**src/inc/wdt_cfg.svh**
```systemverilog
// Constants of the keyed watchdog: timing, register offsets, fields and reset values.
// Assumes inclusion by bare name from the package and the design modules.
`ifndef WDT_CFG_SVH
`define WDT_CFG_SVH

// ****************************************************************
// Timing
// ****************************************************************
`define MCLK_HZ 20000000
`define SLOW_OSC_HZ 32000
`define SLOW_OSC_DIV (`MCLK_HZ / `SLOW_OSC_HZ)
`define SOFT_RESET_DELAY_US 100
`define SOFT_RESET_CYCLES ((`SOFT_RESET_DELAY_US * `MCLK_HZ + 999999) / 1000000)

// ****************************************************************
// Register byte offsets
// ****************************************************************
`define OFS_WATCHDOG_CONTROL 6'h00
`define OFS_RESET_CAUSE_FLAGS 6'h04
`define OFS_WDT_STATUS 6'h08
`define OFS_IRQ_STATUS 6'h0C
`define OFS_IRQ_CLEAR 6'h10
`define OFS_IRQ_ENABLE 6'h14

// ****************************************************************
// Fields and reset values
// ****************************************************************
`define KEY_MSB 7
`define KEY_LSB 3
`define PERIOD_MSB 2
`define PERIOD_LSB 0
`define KEY_ENABLE 5'h0A
`define KEY_DISABLE 5'h15
`define CONTROL_POR 8'h53
`define WRF_BIT 0
`define STAT_EXPIRY_BIT 0
`define STAT_POWER_DOWN_BIT 1
`define STAT_RUNNING_BIT 2
`define IRQ_OVERFLOW_BIT 0
`define IRQ_KEY_RESET_BIT 1
`define IRQ_SLEEP_WAKE_BIT 2
`define IRQ_COUNT 3
`define COUNT_WIDTH 18
`define DELAY_WIDTH 16

`endif

```
**src/inc/wdt_pkg.sv**
```systemverilog
// Types used by the keyed watchdog module.
// Assumes wdt_cfg.svh is on the include path.
`include "wdt_cfg.svh"

package wdt_pkg;

  typedef enum logic [1:0] {
    key_run,
    key_stop,
    key_reset_pending
  } key_mode_type;

  typedef struct packed {
    logic [7:0] control;
    logic watchdog_ctrl_reset_flag;
    logic expiry;
    logic power_down;
    logic [`COUNT_WIDTH-1:0] count;
    key_mode_type mode;
    logic [`DELAY_WIDTH-1:0] delay;
    logic ack;
    logic [31:0] rdata;
    logic device_reset;
    logic pc_sp_reset;
  } wdt_state_type;

endpackage

```
**src/verilog/slow_osc_tick.sv**
```systemverilog
// Divider that turns mclk into the slow internal oscillator rate as a one-cycle enable.
// Assumes a single free-running mclk.
`timescale 1ns/1ps
`include "wdt_cfg.svh"

module slow_osc_tick #(
  parameter int unsigned DIV = `SLOW_OSC_DIV
) (
  // Clock and reset.
  input wire logic mclk,
  input wire logic arst_n,
  // Enable pulse at the slow rate.
  output logic tick
);

  typedef struct packed {
    logic [15:0] count;
    logic tick;
  } tick_state_type;

  tick_state_type state;
  tick_state_type next_state;

  always_comb begin
    next_state = state;
    next_state.tick = 1'b0;
    if (state.count == 16'(DIV - 1)) begin
      next_state.count = 16'h0000;
      next_state.tick = 1'b1;
    end else begin
      next_state.count = state.count + 16'h0001;
    end
  end

  always_ff @(posedge mclk or negedge arst_n) begin
    if (!arst_n) begin
      state <= '0;
    end else begin
      state <= next_state;
    end
  end

  assign tick = state.tick;

endmodule

```
**src/verilog/event_irq.sv**
```systemverilog
// Sticky event status with write-one-to-clear and enable mask onto one level interrupt.
// Assumes event pulses and write strobes are synchronous to mclk.
`timescale 1ns/1ps

module event_irq #(
  parameter int unsigned N = 3
) (
  // Clock and reset.
  input wire logic mclk,
  input wire logic arst_n,
  // Events and software access.
  input wire logic [N-1:0] event_set,
  input wire logic clear_wr,
  input wire logic [N-1:0] clear_bits,
  input wire logic enable_wr,
  input wire logic [N-1:0] enable_bits,
  // State.
  output logic [N-1:0] status,
  output logic [N-1:0] enable,
  output logic irq
);

  typedef struct packed {
    logic [N-1:0] status;
    logic [N-1:0] enable;
    logic irq;
  } irq_state_type;

  irq_state_type state;
  irq_state_type next_state;

  always_comb begin
    next_state = state;
    if (clear_wr) begin
      next_state.status = state.status & ~clear_bits;
    end
    // A new event wins over a clear in the same cycle.
    next_state.status = next_state.status | event_set;
    if (enable_wr) begin
      next_state.enable = enable_bits;
    end
    next_state.irq = |(next_state.status & next_state.enable);
  end

  always_ff @(posedge mclk or negedge arst_n) begin
    if (!arst_n) begin
      state <= '0;
    end else begin
      state <= next_state;
    end
  end

  assign status = state.status;
  assign enable = state.enable;
  assign irq = state.irq;

endmodule

```
**src/verilog/keyed_watchdog.sv**
```systemverilog
// Keyed watchdog timer with reset-cause flag, Wishbone register slave and interrupt.
// Assumes wdt_pkg is compiled first and the core drives its event pulses on mclk.
//
// Operation
// - Count only slow oscillator ticks.
// - Period field selects 2^8 to 2^18.
// - Key 01010B enables, 10101B disables.
// - Other key value forces delayed full reset.
// - Key reset sets flag bit 0.
// - Flag cleared only by software zero.
// - Power-on key enable, period 011.
// - Running overflow resets device, sets expiry.
// - Sleep overflow sets expiry, resets PC/SP.
// - Four events clear the counter.
// - One dedicated clear instruction only.
// - Upper four flag bits read zero.
// - Halt clears counter, resumes if enabled.
// - Power-down cleared by clear, set by halt.
// - Halt clears expiry flag.
//
// The Wishbone register port and the placing of the registers are this design's own decisions.
`timescale 1ns/1ps
`include "wdt_cfg.svh"

module keyed_watchdog #(
  parameter int unsigned OSC_DIV = `SLOW_OSC_DIV,
  parameter int unsigned SOFT_RESET_CYCLES = `SOFT_RESET_CYCLES
) (
  // Clock and reset.
  input wire logic mclk,
  input wire logic arst_n,
  // Wishbone slave.
  input wire logic wb_cyc_i,
  input wire logic wb_stb_i,
  input wire logic wb_we_i,
  input wire logic [5:0] wb_adr_i,
  input wire logic [3:0] wb_sel_i,
  input wire logic [31:0] wb_dat_i,
  output logic [31:0] wb_dat_o,
  output logic wb_ack_o,
  // Processor core.
  input wire logic clear_watchdog_instruction,
  input wire logic halt_instruction,
  input wire logic sleep_mode,
  input wire logic reset_pin_n,
  // Reset requests and interrupt.
  output logic device_reset,
  output logic pc_sp_reset,
  output logic irq
);

  // ****************************************************************
  // Helpers
  // ****************************************************************
  function automatic logic [`COUNT_WIDTH-1:0] period_limit(input logic [2:0] sel);
    logic [4:0] shift;
    begin
      shift = 5'h00;
      case (sel)
        3'h0: shift = 5'h08;
        3'h1: shift = 5'h0A;
        3'h2: shift = 5'h0C;
        3'h3: shift = 5'h0E;
        3'h4: shift = 5'h0F;
        3'h5: shift = 5'h10;
        3'h6: shift = 5'h11;
        default: shift = 5'h12;
      endcase
      period_limit = `COUNT_WIDTH'((19'h00001 << shift) - 19'h00001);
    end
  endfunction

  function automatic logic key_valid(input logic [4:0] key);
    key_valid = (key == `KEY_ENABLE) || (key == `KEY_DISABLE);
  endfunction

  // ****************************************************************
  // Submodules
  // ****************************************************************
  logic osc_tick;
  logic [`IRQ_COUNT-1:0] irq_events;
  logic [`IRQ_COUNT-1:0] irq_status;
  logic [`IRQ_COUNT-1:0] irq_enable;
  logic bus_req;
  logic bus_wr;
  logic wr_control;
  logic wr_flags;
  logic wr_irq_clear;
  logic wr_irq_enable;

  wdt_pkg::wdt_state_type state;
  wdt_pkg::wdt_state_type next_state;

  slow_osc_tick #(
    .DIV(OSC_DIV)
  ) u_tick (
    .mclk(mclk),
    .arst_n(arst_n),
    .tick(osc_tick)
  );

  event_irq #(
    .N(`IRQ_COUNT)
  ) u_irq (
    .mclk(mclk),
    .arst_n(arst_n),
    .event_set(irq_events),
    .clear_wr(wr_irq_clear),
    .clear_bits(wb_dat_i[`IRQ_COUNT-1:0]),
    .enable_wr(wr_irq_enable),
    .enable_bits(wb_dat_i[`IRQ_COUNT-1:0]),
    .status(irq_status),
    .enable(irq_enable),
    .irq(irq)
  );

  // ****************************************************************
  // Bus decode
  // ****************************************************************
  assign bus_req = wb_cyc_i && wb_stb_i && !state.ack;
  assign bus_wr = bus_req && wb_we_i && wb_sel_i[0];
  assign wr_control = bus_wr && (wb_adr_i == `OFS_WATCHDOG_CONTROL);
  assign wr_flags = bus_wr && (wb_adr_i == `OFS_RESET_CAUSE_FLAGS);
  assign wr_irq_clear = bus_wr && (wb_adr_i == `OFS_IRQ_CLEAR);
  assign wr_irq_enable = bus_wr && (wb_adr_i == `OFS_IRQ_ENABLE);

  // ****************************************************************
  // Next state
  // ****************************************************************
  logic overflow;
  logic key_fire;
  logic counter_clear;
  logic [4:0] key;

  always_comb begin
    next_state = state;
    overflow = 1'b0;
    key_fire = 1'b0;
    counter_clear = 1'b0;
    next_state.ack = bus_req;
    next_state.device_reset = 1'b0;
    next_state.pc_sp_reset = 1'b0;

    if (wr_control) begin
      next_state.control = wb_dat_i[7:0];
    end
    key = next_state.control[`KEY_MSB:`KEY_LSB];

    case (state.mode)
      wdt_pkg::key_run,
      wdt_pkg::key_stop: begin
        if (key == `KEY_ENABLE) begin
          next_state.mode = wdt_pkg::key_run;
        end else if (key == `KEY_DISABLE) begin
          next_state.mode = wdt_pkg::key_stop;
        end else begin
          next_state.mode = wdt_pkg::key_reset_pending;
          next_state.delay = `DELAY_WIDTH'(SOFT_RESET_CYCLES - 1);
          counter_clear = 1'b1;
        end
      end
      wdt_pkg::key_reset_pending: begin
        counter_clear = 1'b1;
        if (state.delay == '0) begin
          key_fire = 1'b1;
          next_state.device_reset = 1'b1;
          next_state.control = `CONTROL_POR;
          next_state.mode = wdt_pkg::key_run;
        end else begin
          next_state.delay = state.delay - `DELAY_WIDTH'(1);
        end
      end
      default: begin
        next_state.mode = wdt_pkg::key_run;
      end
    endcase

    if (state.mode == wdt_pkg::key_run && osc_tick) begin
      if (state.count >= period_limit(state.control[`PERIOD_MSB:`PERIOD_LSB])) begin
        overflow = 1'b1;
        next_state.count = '0;
      end else begin
        next_state.count = state.count + `COUNT_WIDTH'(1);
      end
    end

    if (overflow) begin
      next_state.expiry = 1'b1;
      if (sleep_mode) begin
        next_state.pc_sp_reset = 1'b1;
      end else begin
        next_state.device_reset = 1'b1;
      end
    end

    if (clear_watchdog_instruction) begin
      counter_clear = 1'b1;
      next_state.power_down = 1'b0;
    end
    if (halt_instruction) begin
      counter_clear = 1'b1;
      next_state.power_down = 1'b1;
      next_state.expiry = 1'b0;
    end
    if (!reset_pin_n) begin
      counter_clear = 1'b1;
    end
    if (counter_clear) begin
      next_state.count = '0;
    end

    if (wr_flags && !wb_dat_i[`WRF_BIT]) begin
      next_state.watchdog_ctrl_reset_flag = 1'b0;
    end
    if (key_fire) begin
      next_state.watchdog_ctrl_reset_flag = 1'b1;
    end

    next_state.rdata = 32'h00000000;
    if (bus_req && !wb_we_i) begin
      case (wb_adr_i)
        `OFS_WATCHDOG_CONTROL: next_state.rdata[7:0] = state.control;
        `OFS_RESET_CAUSE_FLAGS: next_state.rdata[`WRF_BIT] = state.watchdog_ctrl_reset_flag;
        `OFS_WDT_STATUS: begin
          next_state.rdata[`STAT_EXPIRY_BIT] = state.expiry;
          next_state.rdata[`STAT_POWER_DOWN_BIT] = state.power_down;
          next_state.rdata[`STAT_RUNNING_BIT] = (state.mode == wdt_pkg::key_run);
        end
        `OFS_IRQ_STATUS: next_state.rdata[`IRQ_COUNT-1:0] = irq_status;
        `OFS_IRQ_ENABLE: next_state.rdata[`IRQ_COUNT-1:0] = irq_enable;
        default: next_state.rdata = 32'h00000000;
      endcase
    end
  end

  // Events come from the cause itself, not from the sticky flags, which may be stale.
  always_comb begin
    irq_events = '0;
    irq_events[`IRQ_OVERFLOW_BIT] = overflow && !sleep_mode;
    irq_events[`IRQ_KEY_RESET_BIT] = key_fire;
    irq_events[`IRQ_SLEEP_WAKE_BIT] = overflow && sleep_mode;
  end

  // ****************************************************************
  // State register
  // ****************************************************************
  always_ff @(posedge mclk or negedge arst_n) begin
    if (!arst_n) begin
      state <= '0;
      state.control <= `CONTROL_POR;
      state.mode <= wdt_pkg::key_run;
    end else begin
      state <= next_state;
    end
  end

  assign wb_ack_o = state.ack;
  assign wb_dat_o = state.rdata;
  assign device_reset = state.device_reset;
  assign pc_sp_reset = state.pc_sp_reset;

endmodule

```
**config.mk**
```make
export PLATFORM = sky130hd
export DESIGN_NAME = keyed_watchdog
export DESIGN_NICKNAME = d
export VERILOG_FILES = /design/src/inc/wdt_pkg.sv /design/src/verilog/slow_osc_tick.sv /design/src/verilog/event_irq.sv /design/src/verilog/keyed_watchdog.sv
export VERILOG_INCLUDE_DIRS = /design/src /design/src/inc
export SDC_FILE = /design/constraint.sdc
export NUM_CORES = 1
export LEC_CHECK = 0
export ABC_AREA = 1
export BUFFER_PORTS_ARGS = -buffer_cell sky130_fd_sc_hd__buf_2
export CAP_MARGIN = 30
export CORE_MARGIN = 10
export CORE_UTILIZATION = 28
export DETAILED_ROUTE_END_ITERATION = 16
export PLACE_DENSITY = 0.56
export SKIP_CTS_REPAIR_TIMING = 1
export SYNTH_ARGS = -nofsm -noshare
export SYNTH_HDL_FRONTEND = slang
export SYNTH_SLANG_ARGS = --single-unit
```
**constraint.sdc**
```tcl
create_clock -name mclk -period 2.57 [get_ports mclk]
set_input_delay 0.257 -clock mclk [delete_from_list [all_inputs] [get_ports mclk]]
set_output_delay 0.257 -clock mclk [all_outputs]
set_load 0.1 [all_outputs]
```
Word-level counts from Yosys, hierarchy flattened
Index checks and enable logic that the tools add are counted.

Register bits after elaboration: 106. Input port bits: 51. Output and inout bits: 36. Word-level logic and storage cells: 117.

Add/sub/neg operators: 4. Magnitude comparators: 1. Eq/ne operators: 20. Shift-type cells: 1. Multiplexer cells: 42. Bitwise operators: 4. Reductions and logical operators: 29.

Operator list (count): 16-bit two-way mux (4); 18-bit two-way mux (3); 5-bit one-hot mux with 7 select lines (1); 8-bit two-way mux (4); 16-bit one-hot mux with 2 select lines (1); 18-bit by 1-bit adder with 18-bit output, second input constant (1); 18-bit greater-or-equal comparator (1); 1-bit by 5-bit left shift with 18-bit output, first input constant (1); 18-bit by 1-bit subtractor with 18-bit output, second input constant (1); 16-bit by 1-bit adder with 16-bit output, second input constant (1); 16-bit by 10-bit == test with 1-bit output, second input constant (1); 16-bit zero test (1); 1-bit two-way mux (16); 16-bit by 1-bit subtractor with 16-bit output, second input constant (1); 1-bit logical AND (13); 6-bit by 4-bit == test with 1-bit output, second input constant (2); 6-bit by 5-bit == test with 1-bit output, second input constant (2); 2-bit two-way mux (5); 5-bit two-way mux (2); 2-bit nonzero test (5); 3-bit == test, second input constant (3); 2-bit inequality test, second input constant (4); 2-bit one-hot mux with 4 select lines (1); 3-bit AND (2); 20 further kinds (25).

Longest topological paths before layout
Gate-level depths: netlist of run 1.

Depth after elaboration: 14. Mapped depth: 15. Mapped depth without buffers: 14.

Cells and area by module
Synthesis of run 1 repeated with hierarchy kept, for this count alone.

Cell total of the unflattened synthesis: 717. Area total of the unflattened synthesis: 5452.7 um2.

Modules (own cells, without submodules): keyed_watchdog (times used 1, cells an instance 562, area an instance 4221.5 um2, sequential area each 1456.4 um2); slow_osc_tick (times used 1, cells an instance 122, area an instance 942.2 um2, sequential area each 425.4 um2); event_irq (times used 1, cells an instance 33, area an instance 289.0 um2, sequential area each 175.2 um2).

Least setup slack after synthesis of run 1
No wires, ideal clock.

Path type: reg-to-reg. Start point: register state (netlist bit wb_ack_o). End point: register state[63] (netlist name). Setup time: 68 ps. Data arrival time: 2249 ps. Data required time: 2502 ps. Path slack: 254 ps. Cell stages (with the launch flop): 15. Buffers on the path: 2. Period minus slack after synthesis: 2316 ps. Cells stage by stage: dfrtp_1 > inv_1 > nand3_1 > nor2_2 > nand2_4 > buf_6 > nand2_2 > nand2_1 > clkinv_1 > nor2_1 > nand2_1 > nand3_4 > nand3_4 > buf_12 > nor2_4.

Cells in the longest elaborated chain, start to end: 14. Elaborated cells on any way between the ends: 16. Classes of those cells: eq/ne: 2; mux: 8; reduce/logical: 6.

RTL lines: start: declaration (line keyed_watchdog.sv:91) `wdt_pkg::wdt_state_type state;`; start signal: assignment (line keyed_watchdog.sv:253) `state <= next_state;`; 1-bit zero test * (line keyed_watchdog.sv:120) `assign bus_req = wb_cyc_i && wb_stb_i && !state.ack;`; 1-bit logical AND * (line keyed_watchdog.sv:120); 1-bit logical AND * (2 in a row) (line keyed_watchdog.sv:121) `assign bus_wr = bus_req && wb_we_i && wb_sel_i[0];`; 1-bit logical AND * (line keyed_watchdog.sv:122) `` assign wr_control = bus_wr && (wb_adr_i == `OFS_WATCHDOG_CONTROL); ``; 8-bit two-way mux * (line keyed_watchdog.sv:144) `if (wr_control) begin`; 5-bit == test (no source line); 1-bit two-way mux (line keyed_watchdog.sv:154) `` end else if (key == `KEY_DISABLE) begin ``; 1-bit two-way mux * (line keyed_watchdog.sv:152) `` if (key == `KEY_ENABLE) begin ``; 1-bit one-hot mux with 2 select lines * (line keyed_watchdog.sv:149) `case (state.mode)`; 1-bit two-way mux * (line keyed_watchdog.sv:196) `if (clear_watchdog_instruction) begin`; 1-bit two-way mux * (line keyed_watchdog.sv:200) `if (halt_instruction) begin`; 1-bit two-way mux * (line keyed_watchdog.sv:205) `if (!reset_pin_n) begin`; 18-bit two-way mux / 2-bit nonzero test (equally long branches).

Mark *: on every way between the ends. The rest lies on a longest branch, timed or not. A chain may end at the register's enable or synchronous reset.

Final worst setup path of run 1
Start point: register state[74] (netlist name). End point: register state[70] (netlist name).

Cells in the longest elaborated chain, start to end: 9. Elaborated cells on any way between the ends: 15. Classes of those cells: add/sub: 1; order compare: 1; eq/ne: 6; shift: 1; mux: 5; reduce/logical: 1.

RTL lines: 3-bit == test, or another cell as far along (line keyed_watchdog.sv:59) `case (sel)`; 5-bit one-hot mux with 7 select lines * (line keyed_watchdog.sv:59); 5-bit two-way mux * (line keyed_watchdog.sv:178) `if (state.mode == wdt_pkg::key_run && osc_tick) begin`; 1-bit by 5-bit left shift with 18-bit output * (line keyed_watchdog.sv:69) `` period_limit = `COUNT_WIDTH'((19'h00001 << shift) - 19'h00001); ``; 18-bit by 1-bit subtractor with 18-bit output * (line keyed_watchdog.sv:69); 18-bit greater-or-equal comparator * (line keyed_watchdog.sv:179) `` if (state.count >= period_limit(state.control[`PERIOD_MSB:`PERIOD_LSB])) begin ``; 18-bit two-way mux * (line keyed_watchdog.sv:179); 18-bit two-way mux * (line keyed_watchdog.sv:178); 18-bit two-way mux * (line keyed_watchdog.sv:208) `if (counter_clear) begin`.

Mark *: on every way between the ends. The rest lies on a longest branch, timed or not. The select of a mux whose other input is x is not followed.

==> out/metrics.csv, run 1 <==
stage,metric,value,unit
status,outcome,"finished, final reports clean",
sta,Worst Tran Pin Value,0.627,ns
critical_path,worst path cell trace,"inv_1, nand2_1, a21oi_1, ha_1, nand2_1, inv_1, o21bai_1, nand2_1, a21oi_1, nand3_2, nand2_2, nand3_4, buf_4, nor2_1",
critical_path,CP most frequent cell,nand2_1,
drt,WL final,10.7,mm
logic_synthesis,Cell variety after synth,45,
global_routing,largest net degree at the start of global routing,43,
cts,TritonCTS clock tree,built,
sta,setup ws final,0.192,ns
global_routing,Congestion Overflow GR,0,
die,Top-Level Pins,87,
cts,clk_lat worst skew,0.34,ns
logic_synthesis,Mapped Area,4910,µm²
critical_path,r2r setup slk,0.19,ns
critical_path,worst path required time,2.85,ns
pwr,Pwr Total,3.75,mW
sta,Rel. slew slack,0.578,
die,initial core utilization,0.285,
drt,antenna-violating nets left,0,
logic_synthesis,Synth Flop Type,dfrtp_1,
sta,post-layout min period,2.38,ns
sta,RSZ-0062 raised after global routing,false,
cts,clock slew at reported path FFs,0.06,ns
critical_path,crit path capture type,flop,
drt,vias per cell,4.34,
placement,GP Congestion,0.809,
cts,CTS Sinks,82,
drt,First DRT Iteration DRCs,155,
die,die footprint,23200,µm²
sta,Fmax achieved,421,MHz
final_layout,share of layout cells above drive strength 1,0.154,
sta,final slew viol count,0,
placement,Place WS,0.00787,ns
critical_path,CP top delay family,simple AND/OR/NAND/NOR gates,
hold_path,hold crit path type,in -> reg,
sta,fin crit share,0.925,
cts,H-tree depth,3,
critical_path,CP Class,reg -> reg,
logic_synthesis,mean post-synth cell area,8.12,µm²
final_layout,final net count,719,
sta,clk_skew,0.00787,ns
drt,DRC errors left,0,
cts,number of buffers on the longest clock path,2,
global_routing,initial antenna violation count,0,
logic_synthesis,synthesized flop and latch total,82,
run,max cap viols,0,
logic_synthesis,Ys Warns,0,
critical_path,"slowest stage cell, crit path",dfstp_2,
global_routing,number of global-route vias before repair,3720,
drt,Pre-Repair DR Iteration Count,6,
drt,Avg WL per Cell,12.1,µm
cts,Inserted Clock Buffers,9,
sta,Worst Hold Margin,0.128,ns
critical_path,maximum fanout along the worst path,6,
sta,# setup viols final,0,
die,core footprint,17200,µm²
logic_synthesis,Gate Count Post-Synth,605,
pwr,Lkg Pwr,2.77,nW
placement,post-DP HPWL,8.06,mm
sta,Final Hold Viols,0,
pwr,VDD IR max,327,µV
global_routing,first-pass GRT wire length,18.3,mm
pwr,pwr/cell area,670,nW/µm²
critical_path,Worst setup SP type,flop,
critical_path,Buf/Inv on CP,3,
logic_synthesis,Post-synth EDFFs,0,
die,# rows,48,
placement,Port Buffers,35,
drt,via count,3815,
logic_synthesis,"Seq/Total Area, Yosys",0.419,
cts,clk root buf,clkbuf_16,
sta,Setup TNS,0,ns
final_layout,final antenna diode count,0,
critical_path,"slowest stage delay, CP",0.54,ns
final_layout,Area Overhead vs Synth,13.8,%
logic_synthesis,ys async rst share,1.00,
global_routing,gr usage total,0.0931,
critical_path,crit path DAT,2.66,ns
die,die width,152,µm
die,Die Ht,152,µm
-- synthesized netlist by cell type, types with 4 or more instances --
cell | n | area [µm²]
inv_1 | 59 | 221
a31oi_1 | 4 | 25.0
a21oi_1 | 15 | 75.1
xor2_1 | 18 | 158
nand3_1 | 46 | 230
nor3_1 | 14 | 70.1
nand2_1 | 132 | 495
xnor2_1 | 11 | 96.3
nand2_2 | 5 | 31.3
ha_1 | 18 | 225
nor3b_1 | 4 | 30.0
buf_4 | 34 | 255
dfstp_2 | 4 | 105
nor2_1 | 78 | 293
nor4_1 | 8 | 50.1
nor2_4 | 10 | 113
nand4_1 | 10 | 62.6
dfrtp_1 | 78 | 1950
o21ai_0 | 14 | 70.1
-- registers in the layout, indices dropped and copies added, names as in the netlist --
register,count
device_reset,1
pc_sp_reset,1
state,47
u_irq.enable,3
u_irq.irq,1
u_irq.status,3
u_tick.state,16
u_tick.tick,1
wb_ack_o,1
wb_dat_o,8
-- metrics by stage --
| stage | cell area (µm²) | instances | utilization |
|---|---|---|---|
| after floorplan | 5010 | 631 | - |
| after global placement | 5230 | 859 | 0.303 |
| after detailed placement | 5230 | 859 | 0.303 |
| after CTS | 5550 | 875 | 0.322 |
| after global routing | 5590 | 880 | 0.324 |
| final | 5590 | 880 | 0.324 |
-- path summary, 6_finish.rpt --
kind | startpoint | endpoint | cells after the start
worst max-delay path | state[74] | state[70] | 14
worst min-delay path | halt_instruction | state[72] | 2
worst max register to register | state[74] | state[70] | 14
worst min register to register | u_tick.state[16] | u_tick.state[16] | 1
max in group asynchronous | arst_n | state[75] | 3
min in group asynchronous | arst_n | state[36] | 2
-- power by group --
part / leakage, nW / switching, mW / internal, mW
combinational: 1.55 / 0.639 / 0.251
clock: 0.148 / 0.539 / 0.809
sequential: 1.07 / 0.114 / 1.40
-- per-layer routing --
layer / wire length [µm] / global-route usage / vias up
li1: - / - / 1970
met1: 5250 / 0.119 / 1769
met3: 555 / 0.0313 / 6
met5: 0 / 0 / -
met4: 81 / 0.0232 / 0
met2: 4770 / 0.148 / 70
-- final cells by class --
type	instances	area, µm²
Clock buffer	11	253
Clock inverter	5	62.6
Fill cell	1848	11600
Inverter	63	236
Multi-Input combinational cell	445	2400
Sequential cell	82	2060
Tap cell	225	282
Timing Repair Buffer	49	298
-- layout by cell type (no fill, tap or decap), types with 4 or more instances in the layout --
| cell type | instances |
|---|---|
| inv_1 | 59 |
| ha_1 | 18 |
| nor4_1 | 8 |
| nor2_1 | 78 |
| a21oi_1 | 15 |
| dfstp_2 | 4 |
| o21ai_0 | 14 |
| nor2_4 | 10 |
| nand2_1 | 131 |
| xor2_1 | 18 |
| nand4_1 | 10 |
| nor3b_1 | 4 |
| conb_1 | 27 |
| buf_2 | 34 |
| xnor2_1 | 11 |
| nand3_1 | 45 |
| a31oi_1 | 4 |
| nor3_1 | 14 |
| nand2_2 | 6 |
| buf_4 | 13 |
| clkbuf_16 | 9 |
| dfrtp_1 | 78 |
-- cells by family (layout without fill, tap and decap cells) --
group / Yosys count / after routing / share of synthesized area
compound gates: 45 / 45 / 0.0527
xor+xnor: 29 / 29 / 0.0517
fa+ha+maj: 18 / 18 / 0.0458
buf+inv: 104 / 128 / 0.113
flops: 82 / 82 / 0.419
other cells: 1 / 27 / 0.000763
simple gates: 326 / 326 / 0.317
(Power assumes the default switching activity.)
==> run 2, diff against run 1 <==
--- a/config.mk
+++ b/config.mk
@@ -11,5 +11,6 @@
 export CAP_MARGIN = 30
-export CORE_MARGIN = 10
+export CORE_MARGIN = 1
 export CORE_UTILIZATION = 28
 export DETAILED_ROUTE_END_ITERATION = 16
+export GPL_ROUTABILITY_DRIVEN = 0
 export PLACE_DENSITY = 0.56
--- a/constraint.sdc
+++ b/constraint.sdc
@@ -3,2 +3,2 @@
 set_output_delay 0.257 -clock mclk [all_outputs]
-set_load 0.1 [all_outputs]
+set_load 0.05 [all_outputs]
==> run 2 against run 1 <==
  * Critical path depth decreased by 1
  * Sequential share of layout area about the same
  * Final area about the same
  * Global-route usage grew 2.7 points
==> out/metrics.csv, run 2 (same netlist as run 1, synthesis figures left out) <==
stage,metric,value,unit,change
status,outcome,"finished, final reports clean",,unchanged
sta,Fmax achieved,428,MHz,was 421 MHz
final_layout,multi-input logic area,2420,µm²,was 2400 µm²
pwr,Pwr Total,3.64,mW,was 3.75 mW
cts,clock slew at reported path FFs,0.06,ns,about the same
die,initial core utilization,0.285,,unchanged
sta,post-layout min period,2.34,ns,was 2.38 ns
sta,Final Hold Viols,0,,unchanged
pwr,VDD IR max,339,µV,was 327 µV
final_layout,final antenna diode count,0,,unchanged
pwr,pwr/cell area,651,nW/µm²,was 670 nW/µm²
placement,dpl cells,859,,unchanged
critical_path,Worst setup SP type,flop,,unchanged
die,die width,134,µm,was 152 µm
cts,CTS Sinks,82,,unchanged
die,Die Ht,134,µm,was 152 µm
drt,WL final,10.1,mm,was 10.7 mm
cts,number of buffers on the longest clock path,2,,unchanged
pwr,Clock power frac,0.363,,was 0.359
drt,DRC errors left,0,,unchanged
critical_path,worst path required time,2.80,ns,was 2.85 ns
pwr,Switch Pwr,1.22,mW,was 1.29 mW
placement,placed cell area,5230,µm²,unchanged
pwr,Reg power frac,0.414,,was 0.403
final_layout,design area,5600,µm²,was 5590 µm²
critical_path,crit path DAT,2.56,ns,was 2.66 ns
drt,antenna-violating nets left,0,,unchanged
global_routing,gr usage total,0.120,,was 0.0931
die,Top-Level Pins,87,,unchanged
sta,Worst Hold Margin,0.130,ns,was 0.128 ns
final_layout,Final Non-Filler Cells,880,,unchanged
pwr,Comb power frac,0.222,,was 0.237
sta,final slew viol count,0,,unchanged
die,die footprint,18100,µm²,"was 23,200 µm²"
global_routing,largest net degree at the start of global routing,44,,was 43
critical_path,crit path capture type,flop,,unchanged
final_layout,Reg with most FFs,state,,unchanged
cts,clk_lat worst skew,0.35,ns,was 0.34 ns
die,# rows,48,,unchanged
final_layout,max reg flops,47,,unchanged
global_routing,first-pass GRT wire length,17.1,mm,was 18.3 mm
final_layout,"commonest non-fill, non-tap cell in the layout",nand2_1,,unchanged
sta,clk_skew,0.0126,ns,was 0.00787 ns
placement,Port Buffers,35,,unchanged
final_layout,register area,2060,µm²,unchanged
sta,Rel. slew slack,0.613,,was 0.578
cts,Inserted Clock Buffers,9,,unchanged
final_layout,final net count,719,,unchanged
cts,H-tree depth,3,,unchanged
placement,post-DP HPWL,7.48,mm,was 8.06 mm
drt,First DRT Iteration DRCs,199,,was 155
pwr,Net Sw Frac,0.334,,was 0.344
final_layout,"commonest cells after routing, fill and taps aside","131 x nand2_1, 78 x dfrtp_1, 77 x nor2_1",,"was 131 x nand2_1, 78 x nor2_1, 78 x dfrtp_1"
drt,vias per cell,4.28,,was 4.34
cts,clk root buf,clkbuf_16,,unchanged
hold_path,hold crit path type,in -> reg,,unchanged
critical_path,maximum fanout along the worst path,6,,unchanged
drt,Avg WL per Cell,11.5,µm,was 12.1 µm
final_layout,fillcell total,1781,,"was 1,848"
pwr,Lkg Pwr,2.79,nW,was 2.77 nW
sta,fin crit share,0.909,,was 0.925
sta,# setup viols final,0,,unchanged
drt,Pre-Repair DR Iteration Count,4,,was 6
global_routing,Congestion Overflow GR,0,,unchanged
global_routing,initial antenna violation count,0,,unchanged
final_layout,share of layout cells above drive strength 1,0.156,,was 0.154
critical_path,CP Class,reg -> reg,,unchanged
cts,TritonCTS clock tree,built,,unchanged
pwr,Internal,2.42,mW,was 2.46 mW
drt,via count,3766,,"was 3,815"
final_layout,Area Overhead vs Synth,13.9,%,was 13.8%
sta,Worst Tran Pin Value,0.575,ns,was 0.627 ns
run,max cap viols,0,,unchanged
final_layout,Final Core Density,0.325,,was 0.324
global_routing,number of global-route vias before repair,3561,,"was 3,720"
die,core footprint,17200,µm²,unchanged
sta,RSZ-0062 raised after global routing,false,,unchanged
[run 2: routing by layer]
layer  part of all wire  global-route usage  routed length, µm  vias to the layer above
met5                  0                   0                  0                        -
met4              0.013              0.0375                129                        0
met3              0.039              0.0274                389                       10
met2               0.45               0.186               4500                       56
met1               0.50               0.165               5070                     1720
li1                   -                   -                  -                     1980
[run 2: path summary, 6_finish.rpt]
path                                  start     endpoint  slack (ns)  depth (start not counted)
min in group asynchronous            arst_n  wb_dat_o[6]        0.43                          2
hold / removal             halt_instruction    state[72]        0.13                          2
setup / recovery                  state[74]    state[70]        0.23                         13
max in group asynchronous            arst_n    state[74]        1.46                          3
hold reg to reg                   state[52]    state[51]        0.45                          1
setup reg to reg                  state[74]    state[70]        0.23                         13
[run 2: power by group through the flow]
stage	sequential, mW	combinational (mW)	clock (mW)
3_5_place_dp	1.53	0.815	0
4_1_cts	1.51	0.816	1.37
3_3_place_gp	1.53	0.802	0
6_report	1.51	0.810	1.32
5_1_grt	1.53	0.949	1.42
2_1_floorplan	1.51	0.653	0
[run 2: critical path, stage by stage (launching register included)]
cell	delay (ns)
dfstp_2	0.57
inv_1	0.09
nand2_4	0.09
nand3_1	0.09
ha_1	0.29
nand2_1	0.07
nor2_2	0.14
and2_1	0.17
nand4_1	0.13
nand3_2	0.13
nand2_1	0.11
nand3_4	0.11
buf_4	0.18
nor2_1	0.05
[run 2: area by class of cell]
type / instances / area share
tap: 225 / 0.0503
timing repair buffer: 49 / 0.0539
sequential: 82 / 0.368
multi-input combinational: 445 / 0.432
inverter: 63 / 0.0423
clock inverter: 6 / 0.0134
clock buffer: 10 / 0.0409
[run 2: through the flow]
stage	setup WS [ns]	setup TNS [ns]
floorplan	0.383	0
global placement	-0.00851	-0.0300
detailed placement	-0.0974	-0.947
CTS	-0.106	-1.04
global route	0.00275	0
finish	0.234	0
==> run 3, diff against run 2 <==
CORE_UTILIZATION = 45   (was 28)
PLACE_DENSITY = 0.76   (was 0.56)
SKIP_LAST_GASP = 1   (was default)
==> run 3 against run 2 <==
  * Fmax down 3.1%
  * Critical path depth unchanged
  * Setup slack worse by 0.075 ns
  * Sequential share of layout area up 1.9 points
  * Clock skew down 0.0044 ns
  * Utilization up 18 points
  * Clock-buffer cell count down 1
  * Via count up 2.2%
  * Wire length down 7.0%
  * Combinational power down 2%
  * Highest routed layer unchanged
==> out/metrics.csv, run 3 (same netlist as run 1, synthesis figures left out) <==
stage,metric,value,unit,change
critical_path,crit path capture type,flop,,unchanged
critical_path,CP Class,reg -> reg,,unchanged
die,die footprint,11300,µm²,"was 18,100 µm²"
pwr,Pwr Total,3.18,mW,was 3.64 mW
drt,Pre-Repair DR Iteration Count,5,,was 4
final_layout,Reg with most FFs,state,,unchanged
final_layout,fillcell total,997,,"was 1,781"
drt,antenna-violating nets left,0,,unchanged
cts,H-tree depth,3,,unchanged
final_layout,register area,2060,µm²,unchanged
placement,Port Buffers,35,,unchanged
cts,TritonCTS clock tree,built,,unchanged
cts,Inserted Clock Buffers,9,,unchanged
sta,Worst Tran Pin Value,0.615,ns,was 0.575 ns
sta,clk_skew,0.00820,ns,was 0.0126 ns
die,# rows,37,,was 48
global_routing,initial antenna violation count,0,,unchanged
cts,clock slew at reported path FFs,0.09,ns,was 0.06 ns
final_layout,"commonest cells after routing, fill and taps aside","130 x nand2_1, 78 x nor2_1, 78 x dfrtp_1",,"was 131 x nand2_1, 78 x dfrtp_1, 77 x nor2_1"
pwr,pwr/cell area,598,nW/µm²,was 651 nW/µm²
final_layout,multi-input logic area,2410,µm²,was 2420 µm²
drt,DRC errors left,0,,unchanged
global_routing,largest net degree at the start of global routing,43,,was 44
final_layout,Area Overhead vs Synth,8.17,%,was 13.9%
global_routing,gr usage total,0.175,,was 0.120
sta,RSZ-0062 raised after global routing,false,,unchanged
die,Top-Level Pins,87,,unchanged
final_layout,final antenna diode count,0,,unchanged
drt,Avg WL per Cell,11.9,µm,was 11.5 µm
die,initial core utilization,0.470,,was 0.285
die,core footprint,10500,µm²,"was 17,200 µm²"
sta,Fmax achieved,415,MHz,was 428 MHz
die,die width,106,µm,was 134 µm
global_routing,Congestion Overflow GR,0,,unchanged
global_routing,first-pass GRT wire length,15.9,mm,was 17.1 mm
cts,CTS Sinks,82,,unchanged
final_layout,share of layout cells above drive strength 1,0.151,,was 0.156
hold_path,hold crit path type,in -> reg,,unchanged
drt,via count,3847,,"was 3,766"
final_layout,"commonest non-fill, non-tap cell in the layout",nand2_1,,unchanged
critical_path,maximum fanout along the worst path,15,,was 6
drt,First DRT Iteration DRCs,165,,was 199
cts,clk root buf,clkbuf_8,,was clkbuf_16
pwr,VDD IR max,316,µV,was 339 µV
critical_path,Worst setup SP type,flop,,unchanged
final_layout,max reg flops,47,,unchanged
drt,WL final,9.38,mm,was 10.1 mm
status,outcome,"finished, final reports clean",,unchanged
sta,# setup viols final,0,,unchanged
cts,number of buffers on the longest clock path,2,,unchanged
run,max cap viols,0,,unchanged
sta,Setup TNS,0,ns,unchanged
sta,Rel. slew slack,0.586,,was 0.613
die,Die Ht,106,µm,was 134 µm
sta,post-layout min period,2.41,ns,was 2.34 ns
placement,post-DP HPWL,6.92,mm,was 7.48 mm
sta,Final Hold Viols,0,,unchanged
final_layout,final net count,715,,was 719
critical_path,worst path required time,2.83,ns,was 2.80 ns
sta,final slew viol count,0,,unchanged
sta,fin crit share,0.938,,was 0.909
cts,clk_lat worst skew,0.37,ns,was 0.35 ns
global_routing,number of global-route vias before repair,3612,,"was 3,561"
pwr,Lkg Pwr,2.69,nW,was 2.79 nW
critical_path,crit path DAT,2.67,ns,was 2.56 ns
drt,vias per cell,4.89,,was 4.28
[run 3: cell type report]
class / count / area share
clock buffers: 9 / 0.0233
clock inverters: 7 / 0.0101
inverters: 63 / 0.0445
multi-input cells: 445 / 0.453
flip-flops and latches: 82 / 0.387
well taps: 136 / 0.0320
repair buffers: 45 / 0.0504
[run 3: critical path, cell delays in order (launching register included)]
cell and delay [ns]:
dfstp_2 0.59, inv_1 0.08, nand2_2 0.13, nand3_1 0.09, ha_1 0.28, nand2_1 0.06, nor2_1 0.16, and2_1 0.19
nand4_1 0.12, nand3_1 0.15, nand2_2 0.10, nand3_4 0.10, buf_12 0.19, nor2_1 0.06
[run 3: routing by layer]
layer  routed length (µm)  GRT usage  part of all wire
met1                 4450      0.228              0.47
met2                 4430      0.289              0.47
met3                  382     0.0368             0.041
met4                  120     0.0548             0.013
met5                    0          0                 0
[run 3: final timing paths]
path,start,end,slack (ns),depth (start not counted)
setup / recovery,state[75],state[56],0.16,13
hold / removal,halt_instruction,state[72],0.09,2
setup reg to reg,state[75],state[56],0.16,13
hold reg to reg,state[52],state[51],0.44,1
max in group asynchronous,arst_n,state[65],1.48,3
min in group asynchronous,arst_n,wb_ack_o,0.40,2
[run 3: power by group]
part / internal, mW / total [mW] / switching, mW
Combinational: 0.246 / 0.797 / 0.552
Sequential: 1.40 / 1.51 / 0.110
Clock: 0.359 / 0.875 / 0.517
[run 3: metrics by stage]
| stage | hold slack [ns] | setup slack [ns] | cell area, µm² | util | std cells |
|---|---|---|---|---|---|
| after global routing | 0.0942 | 0.0259 | 5320 | 0.508 | 787 |
| after detailed placement | 0.272 | 0.142 | 5120 | 0.489 | 770 |
| after global placement | 0.266 | 0.237 | 5120 | 0.489 | 770 |
| after CTS | -0.131 | 0.128 | 5300 | 0.506 | 786 |
| final | 0.0874 | 0.158 | 5320 | 0.508 | 787 |
| after floorplan | -0.0386 | 0.383 | 5010 | - | 631 |
